<file path="config.mk">
export PLATFORM = sky130hd
export DESIGN_NAME = timer_event_counter8
export DESIGN_NICKNAME = d
export VERILOG_FILES = /design/src/shared/timer_event_counter8_pkg.sv /design/src/hw/timer_event_counter8.sv
export SDC_FILE = /design/constraint.sdc
export NUM_CORES = 1
export LEC_CHECK = 0
export ABC_AREA = 1
export BUFFER_PORTS_ARGS = -buffer_cell sky130_fd_sc_hd__buf_2
export CORE_MARGIN = 5
export CORE_UTILIZATION = 42
export DETAILED_ROUTE_END_ITERATION = 6
export PLACE_DENSITY = 0.7
export SLEW_MARGIN = 0
export SYNTH_ARGS = -nofsm -noshare
export SYNTH_HDL_FRONTEND = slang
export SYNTH_SLANG_ARGS = --single-unit
</file>
<file path="constraint.sdc">
create_clock -name clk_i -period 2.3 [get_ports clk_i]
set_clock_uncertainty 0.2 [all_clocks]
set_input_delay 0.23 -clock clk_i [delete_from_list [all_inputs] [get_ports clk_i]]
set_output_delay 0.23 -clock clk_i [all_outputs]
set_load 0.02 [all_outputs]
</file>
<file path="src/shared/timer_event_counter8_pkg.sv">
// Package: register map, field layouts and state record of the 8-bit timer/event counter
package timer_event_counter8_pkg;

   // Register indices, byte address is four times the index
   localparam logic [7:0] IDX_INTERRUPT_CONTROL = 8'h0B; // Interrupt control word
   localparam logic [7:0] IDX_COUNT = 8'h0D; // Count value / preload
   localparam logic [7:0] IDX_CTRL = 8'h0E; // Counter control
   localparam logic [7:0] ADDR_INTERRUPT_CONTROL = {IDX_INTERRUPT_CONTROL[5:0], 2'b00};
   localparam logic [7:0] ADDR_COUNT = {IDX_COUNT[5:0], 2'b00};
   localparam logic [7:0] ADDR_CTRL = {IDX_CTRL[5:0], 2'b00};

   // Field positions in the interrupt control word
   localparam int FLAG_BIT = 5; // Overflow request flag
   localparam int IEN_BIT = 2; // Overflow interrupt enable

   // Reset values
   localparam logic [7:0] CTRL_RST = 8'h08;
   localparam logic [7:0] COUNT_RST = 8'h00;
   localparam logic [7:0] COUNT_MAX = 8'hFF;

   // Prescaler width, divide by up to 128
   localparam int PSC_W = 7;
   localparam logic [PSC_W-1:0] PSC_RST = 7'h00;

   // Operating mode encoding
   typedef enum logic [1:0] {
      MODE_UNUSED = 2'b00,
      MODE_EVENT = 2'b01,
      MODE_TIMER = 2'b10,
      MODE_PULSE = 2'b11
   } mode_t;

   // Counter control layout, bit 7 down to bit 0
   typedef struct packed {
      mode_t mode; // Bits 7..6
      logic zero5; // Bit 5, always zero
      logic counting_on; // Bit 4
      logic active_edge_select; // Bit 3
      logic [2:0] prescale_sel; // Bits 2..0
   } ctrl_t;

   // Whole state of the block
   typedef struct packed {
      logic [7:0] count; // Live counter
      logic [7:0] preload; // Preload register
      ctrl_t ctrl; // Control register
      logic flag; // Overflow request flag
      logic ien; // Overflow interrupt enable
      logic divided_freq_output; // Divided-frequency output
      logic wake; // Wake-up pulse
      logic pin_q; // Previous pin sample
      logic [PSC_W-1:0] psc; // Free-running prescaler
      logic pw_active; // Pulse measurement running
      logic dp_write; // Write data phase pending
      logic [7:0] dp_addr; // Address of pending write
      logic [31:0] rdata; // Read data register
   } tec_state_t;

endpackage

</file>
<file path="src/hw/timer_event_counter8.sv">
// Design: 8-bit timer/event counter with preload, prescaler and AHB-Lite register slave
`timescale 1ns/1ps
`default_nettype none

// Notes on behaviour
// - 8-bit up-counter, pin or prescaled clock
// - Write goes to preload, read gives counter
// - Event mode counts pin edges, timer prescaled
// - Counts from present value up to FF
// - Overflow reloads preload and sets flag
// - Pulse mode counts until pin returns, clears on
// - One pulse measurement, held until on set
// - Measurement starts only on a pin transition
// - Pulse mode overflow reloads and flags too
// - Counting only while counting-on bit set
// - Event/timer modes never clear counting-on
// - Overflow is a wake-up source from halt
// - Enable bit low blocks interrupt, flag sets
// - Write while off loads counter too
// - Count clock gated during counter reads
// - Prescaler divides by two to field power
// - Event mode edge bit: 1 falling, 0 rising
// - Pulse mode edge bit chooses start level
// - Divided output toggles on every overflow
// - Mode field 01/10/11, bit 5 reads zero
module timer_event_counter8 (
   input wire logic clk_i,
   input wire logic rst_n_i,
   input wire logic hsel_i,
   input wire logic [31:0] haddr_i,
   input wire logic [1:0] htrans_i,
   input wire logic hwrite_i,
   input wire logic [2:0] hsize_i,
   input wire logic [31:0] hwdata_i,
   input wire logic hready_i,
   output logic hreadyout_o,
   output logic hresp_o,
   output logic [31:0] hrdata_o,
   input wire logic timer_pin_i,
   output logic irq_o,
   output logic wake_o,
   output logic divided_freq_output_o
);

   // Prescaler tick: low bits of the free counter all ones
   function automatic logic psc_tick(input logic [timer_event_counter8_pkg::PSC_W-1:0] cnt,
                                     input logic [2:0] sel);
      logic [timer_event_counter8_pkg::PSC_W-1:0] mask;
      mask = 7'h00;
      for (int i = 0; i < timer_event_counter8_pkg::PSC_W; i++) begin
         if (i < int'(sel)) begin
            mask[i] = 1'b1;
         end
      end
      return (cnt & mask) == mask;
   endfunction

   timer_event_counter8_pkg::tec_state_t s_r; // Registered state
   timer_event_counter8_pkg::tec_state_t s_nxt; // Next state
   logic acc; // Bus transfer taken this cycle
   logic rd_acc; // Read taken this cycle
   logic wr_count; // Count register written this cycle
   logic wr_ctrl; // Control register written this cycle
   logic wr_interrupt_control; // Interrupt control written this cycle
   logic rise; // Pin rising edge
   logic fall; // Pin falling edge
   logic int_tick; // Prescaled internal clock tick
   logic tick; // Count tick after gating
   logic ov; // Overflow this cycle
   logic pw_start; // Pulse start edge
   logic pw_stop; // Pulse stop edge
   timer_event_counter8_pkg::ctrl_t wctrl; // Control view of write data

   // Decode of bus transfer and write data phase
   always_comb begin
      acc = hsel_i && htrans_i[1] && hready_i;
      rd_acc = acc && !hwrite_i;
      wr_count = s_r.dp_write && (s_r.dp_addr == timer_event_counter8_pkg::ADDR_COUNT);
      wr_ctrl = s_r.dp_write && (s_r.dp_addr == timer_event_counter8_pkg::ADDR_CTRL);
      wr_interrupt_control = s_r.dp_write && (s_r.dp_addr == timer_event_counter8_pkg::ADDR_INTERRUPT_CONTROL);
      wctrl = timer_event_counter8_pkg::ctrl_t'(hwdata_i[7:0]);
   end

   // Edge detection and count tick selection
   always_comb begin
      rise = timer_pin_i && !s_r.pin_q;
      fall = !timer_pin_i && s_r.pin_q;
      int_tick = psc_tick(s_r.psc, s_r.ctrl.prescale_sel);
      // Edge bit 1: start rising, stop falling
      pw_start = s_r.ctrl.active_edge_select ? rise : fall;
      pw_stop = s_r.ctrl.active_edge_select ? fall : rise;
      tick = 1'b0;
      if (s_r.ctrl.counting_on) begin
         case (s_r.ctrl.mode)
            timer_event_counter8_pkg::MODE_EVENT: begin
               // Pin edges drive the counter
               tick = s_r.ctrl.active_edge_select ? fall : rise;
            end
            timer_event_counter8_pkg::MODE_TIMER: begin
               tick = int_tick;
            end
            timer_event_counter8_pkg::MODE_PULSE: begin
               // Only while a measurement runs and the stop edge is not here
               tick = int_tick && s_r.pw_active && !pw_stop;
            end
            default: begin
               tick = 1'b0;
            end
         endcase
      end
      // Block the count clock while the counter is being read
      if (rd_acc && (haddr_i[7:0] == timer_event_counter8_pkg::ADDR_COUNT)) begin
         tick = 1'b0;
      end
      ov = tick && (s_r.count == timer_event_counter8_pkg::COUNT_MAX);
   end

   // Next-state logic
   always_comb begin
      s_nxt = s_r;
      s_nxt.pin_q = timer_pin_i;
      s_nxt.psc = s_r.psc + 7'h01;
      s_nxt.wake = ov;
      // Counter advance and overflow reload
      if (ov) begin
         s_nxt.count = s_r.preload;
         s_nxt.divided_freq_output = !s_r.divided_freq_output;
      end else if (tick) begin
         s_nxt.count = s_r.count + 8'h01;
      end
      // Pulse measurement sequencing
      if (s_r.ctrl.counting_on && (s_r.ctrl.mode == timer_event_counter8_pkg::MODE_PULSE)) begin
         if (!s_r.pw_active && pw_start) begin
            s_nxt.pw_active = 1'b1;
         end else if (s_r.pw_active && pw_stop) begin
            // Measurement done, result held
            s_nxt.pw_active = 1'b0;
            s_nxt.ctrl.counting_on = 1'b0;
         end
      end else begin
         s_nxt.pw_active = 1'b0;
      end
      // Software writes in the data phase
      if (wr_count) begin
         s_nxt.preload = hwdata_i[7:0];
         if (!s_r.ctrl.counting_on) begin
            s_nxt.count = hwdata_i[7:0];
         end
      end
      if (wr_ctrl) begin
         s_nxt.ctrl = wctrl;
         s_nxt.ctrl.zero5 = 1'b0;
         s_nxt.pw_active = 1'b0;
      end
      if (wr_interrupt_control) begin
         s_nxt.ien = hwdata_i[timer_event_counter8_pkg::IEN_BIT];
         s_nxt.flag = hwdata_i[timer_event_counter8_pkg::FLAG_BIT];
      end
      // Overflow set wins over software clear
      if (ov) begin
         s_nxt.flag = 1'b1;
      end
      // Address phase capture
      s_nxt.dp_write = acc && hwrite_i;
      s_nxt.dp_addr = haddr_i[7:0];
      if (rd_acc) begin
         case (haddr_i[7:0])
            timer_event_counter8_pkg::ADDR_COUNT: begin
               s_nxt.rdata = {24'h000000, s_r.count};
            end
            timer_event_counter8_pkg::ADDR_CTRL: begin
               s_nxt.rdata = {24'h000000, s_r.ctrl};
            end
            timer_event_counter8_pkg::ADDR_INTERRUPT_CONTROL: begin
               s_nxt.rdata = 32'h00000000;
               s_nxt.rdata[timer_event_counter8_pkg::FLAG_BIT] = s_r.flag;
               s_nxt.rdata[timer_event_counter8_pkg::IEN_BIT] = s_r.ien;
            end
            default: begin
               // Unmapped reads give zero
               s_nxt.rdata = 32'h00000000;
            end
         endcase
      end
   end

   // State register, all resets give the control default
   always_ff @(posedge clk_i or negedge rst_n_i) begin
      if (!rst_n_i) begin
         s_r.count <= timer_event_counter8_pkg::COUNT_RST;
         s_r.preload <= timer_event_counter8_pkg::COUNT_RST;
         s_r.ctrl <= timer_event_counter8_pkg::ctrl_t'(timer_event_counter8_pkg::CTRL_RST);
         s_r.flag <= 1'b0;
         s_r.ien <= 1'b0;
         s_r.divided_freq_output <= 1'b0;
         s_r.wake <= 1'b0;
         s_r.pin_q <= 1'b0;
         s_r.psc <= timer_event_counter8_pkg::PSC_RST;
         s_r.pw_active <= 1'b0;
         s_r.dp_write <= 1'b0;
         s_r.dp_addr <= 8'h00;
         s_r.rdata <= 32'h00000000;
      end else begin
         s_r <= s_nxt;
      end
   end

   // Outputs
   assign hreadyout_o = 1'b1;
   assign hresp_o = 1'b0;
   assign hrdata_o = s_r.rdata;
   assign irq_o = s_r.flag && s_r.ien;
   assign wake_o = s_r.wake;
   assign divided_freq_output_o = s_r.divided_freq_output;
endmodule

`default_nettype wire

</file>
==> results.ini <==
[outcome]
status=finished clean

[final_layout]
drive_gt1_share_pct=18.75
layout_commonest_cell=nand2_1
area_growth_syn_to_layout_pct=13.88
fin_nets=476
antennaDiodeCount=0
final_cell_mix=nand2_1, dfrtp_1, inv_1, buf_2
design_area_um2=3357
final_core_utilization_pct=49.41

[floorplan]
die_h_um=93.78
io_pins=112
die-area_um2=8794
row_count=30
initial_utilization_pct=43.39
coreArea_um2=6794
die_x_um=93.78

[yosys]
synth_ff_type=dfrtp_1
ys_async_sr_fraction_pct=100.0
synth_area_leaders=dfrtp_1, nand2_1, buf_4, nand3_1, inv_1
yosys_warnings=0
yosysUniqueCellTypes=35
synth_area_leader_cell=dfrtp_1
syn-cell-area_um2=2948
ys_seq_elements=53
synth_top_area_share_pct=44.14
syn_inst=350
synth-edff-count=0
yosysSeqAreaShare_pct=45.03
syn_area_per_cell_um2=8.422

[grt]
grt_pass1_vias=2224
grt_use_total_pct=14.60
grt_max_degree=54
antenna_found_initial=0
grt_pass1_wl_um=10340
overflow=0

[worst_setup_path]
cp-end-kind=flop
required_ps=2330
crit_fanout=7
worstSetupStartpointType=input port
crit_arrival_ps=2110
path_class=in -> reg

[timing]
setup_viol=0
period_needed_ps=2076
fmaxAchievable_mhz=481.7
finalCritPeriodShare_pct=90.27
slew_headroom_pct=55.91
timing.final.max_slew_violations=0
worst_pin_slew_ps=661.4
hold_ws_ps=25.48
rsz0062_at_grt=false
finalSetupTns_ps=0
hold_viol=0

[routing]
drt-total-wl_um=5992
drcViolationCount=0
wl_per_cell_um=12.08
vias=2261
postRouteAntennaNets=0
wl_met3_um=410
top_layer=met4
via_per_inst=4.558
route.met2.wl_um=2794
first_pass_iters=6
routedLengthMet1_um=2730
drt-initial-drc-count=104

[power]
powerDensity_nw_per_um2=514.6
p_leak_uw=0.001744
vdd.ir_drop.worst_mv=0.3309

[worst_hold_path]
hp-class=in -> reg

[placed_design]
hpwlAfterDp_um=4536
numPortBuffers=33
place_area_um2=3083
gp_congestion=0.8825

[clocking]
cts-root-buf=clkbuf_8
cts_tree=built
worstSkewPairLatency_ps=310
clock-sinks=53
path_clk_slew_ps=100
clock_path_buffers=2
cts_max_level=2
cts_buffers=5

[job]
maxCapViolCount=0

[critical path: stages]
cell and delay [ps]:
dlygate4sd3_1 540, buf_2 130, or2_4 270, nor2_8 130, nand4_1 280, o22ai_1 290
a31oi_1 100, o21ai_1 140
[metrics by stage]
stage	worst slack, ps	power, µW	cells
floorplan	628.0	1145	374
CTS	282.8	1747	496
global route	80.88	1804	496
detailed placement	413.0	1178	470
finish	223.9	1728	496
global placement	448.0	1173	470
[cell type report]
cell class              instances  area [µm²]
repair buffers                 54       367.9
well taps                      96       120.1
clock inverters                 1       7.507
multi-input cells             241        1280
clock buffers                   7       86.33
inverters                      44       167.7
fillers                       649        3437
flip-flops and latches         53        1328
[cells in the mapped netlist, types with 3 or more instances]
cell type	instances
nand2_1	80
dfrtp_1	52
buf_4	34
inv_1	33
nand3_1	26
nor2_1	25
o21ai_0	12
a21oi_1	11
xor2_1	10
inv_2	9
nor3_1	6
o22ai_1	6
nand4_1	5
o21ai_1	5
nand2_2	4
nor2_4	3
nor4_2	3
[routing by layer]
| layer | vias up | track usage (%) |
|---|---|---|
| met4 | 0 | 3.971 |
| met3 | 6 | 2.965 |
| li1 | 1151 | - |
| met2 | 71 | 23.95 |
| met1 | 1033 | 19.57 |
| met5 | - | 0 |
[path summary, 6_finish.rpt]
path                                            start                    end  slack, ps  cells past startpoint
worst max-delay path                       haddr_i[7]            hrdata_o[2]        220                      8
min in group asynchronous                     rst_n_i                s_r[54]        360                      3
worst min-delay path                      hwdata_i[4]                s_r[66]         30                      3
worst max register to register                s_r[71]                s_r[76]        410                      9
worst min register to register  divided_freq_output_o  divided_freq_output_o        280                      1
max in group asynchronous                     rst_n_i                s_r[74]       1090                      3
[power by group]
part | switching, µW | internal (µW)
Combinational | 141 | 65.3
Sequential | 19.6 | 956
Clock | 301 | 245
Total | 461 | 1270
[state kept, by name (all words and copies together) (netlist names)]
register               cells
wake_o                     1
divided_freq_output_o      1
s_r                       43
hrdata_o                   8
[timing repair]
item	in CTS	in global routing
endpoints found under the setup margin	0	0
hold buffers	18	0
setup buffers	0	0
gates resized for setup	0	0
hold endpoints to repair	71	0
[kinds of logic after synthesis]
logic type	after synthesis	synth area share (%)
AOI/OAI and AO/OA	37	6.749
other	2	0.2548
and+or+nand+nor	164	28.95
buffers and inverters	80	14.60
adders and majority gates	2	0.8488
DFF	53	45.03
xor gates and xnor gates	12	3.565
No activity file was read; power rests on OpenSTA's default activity.
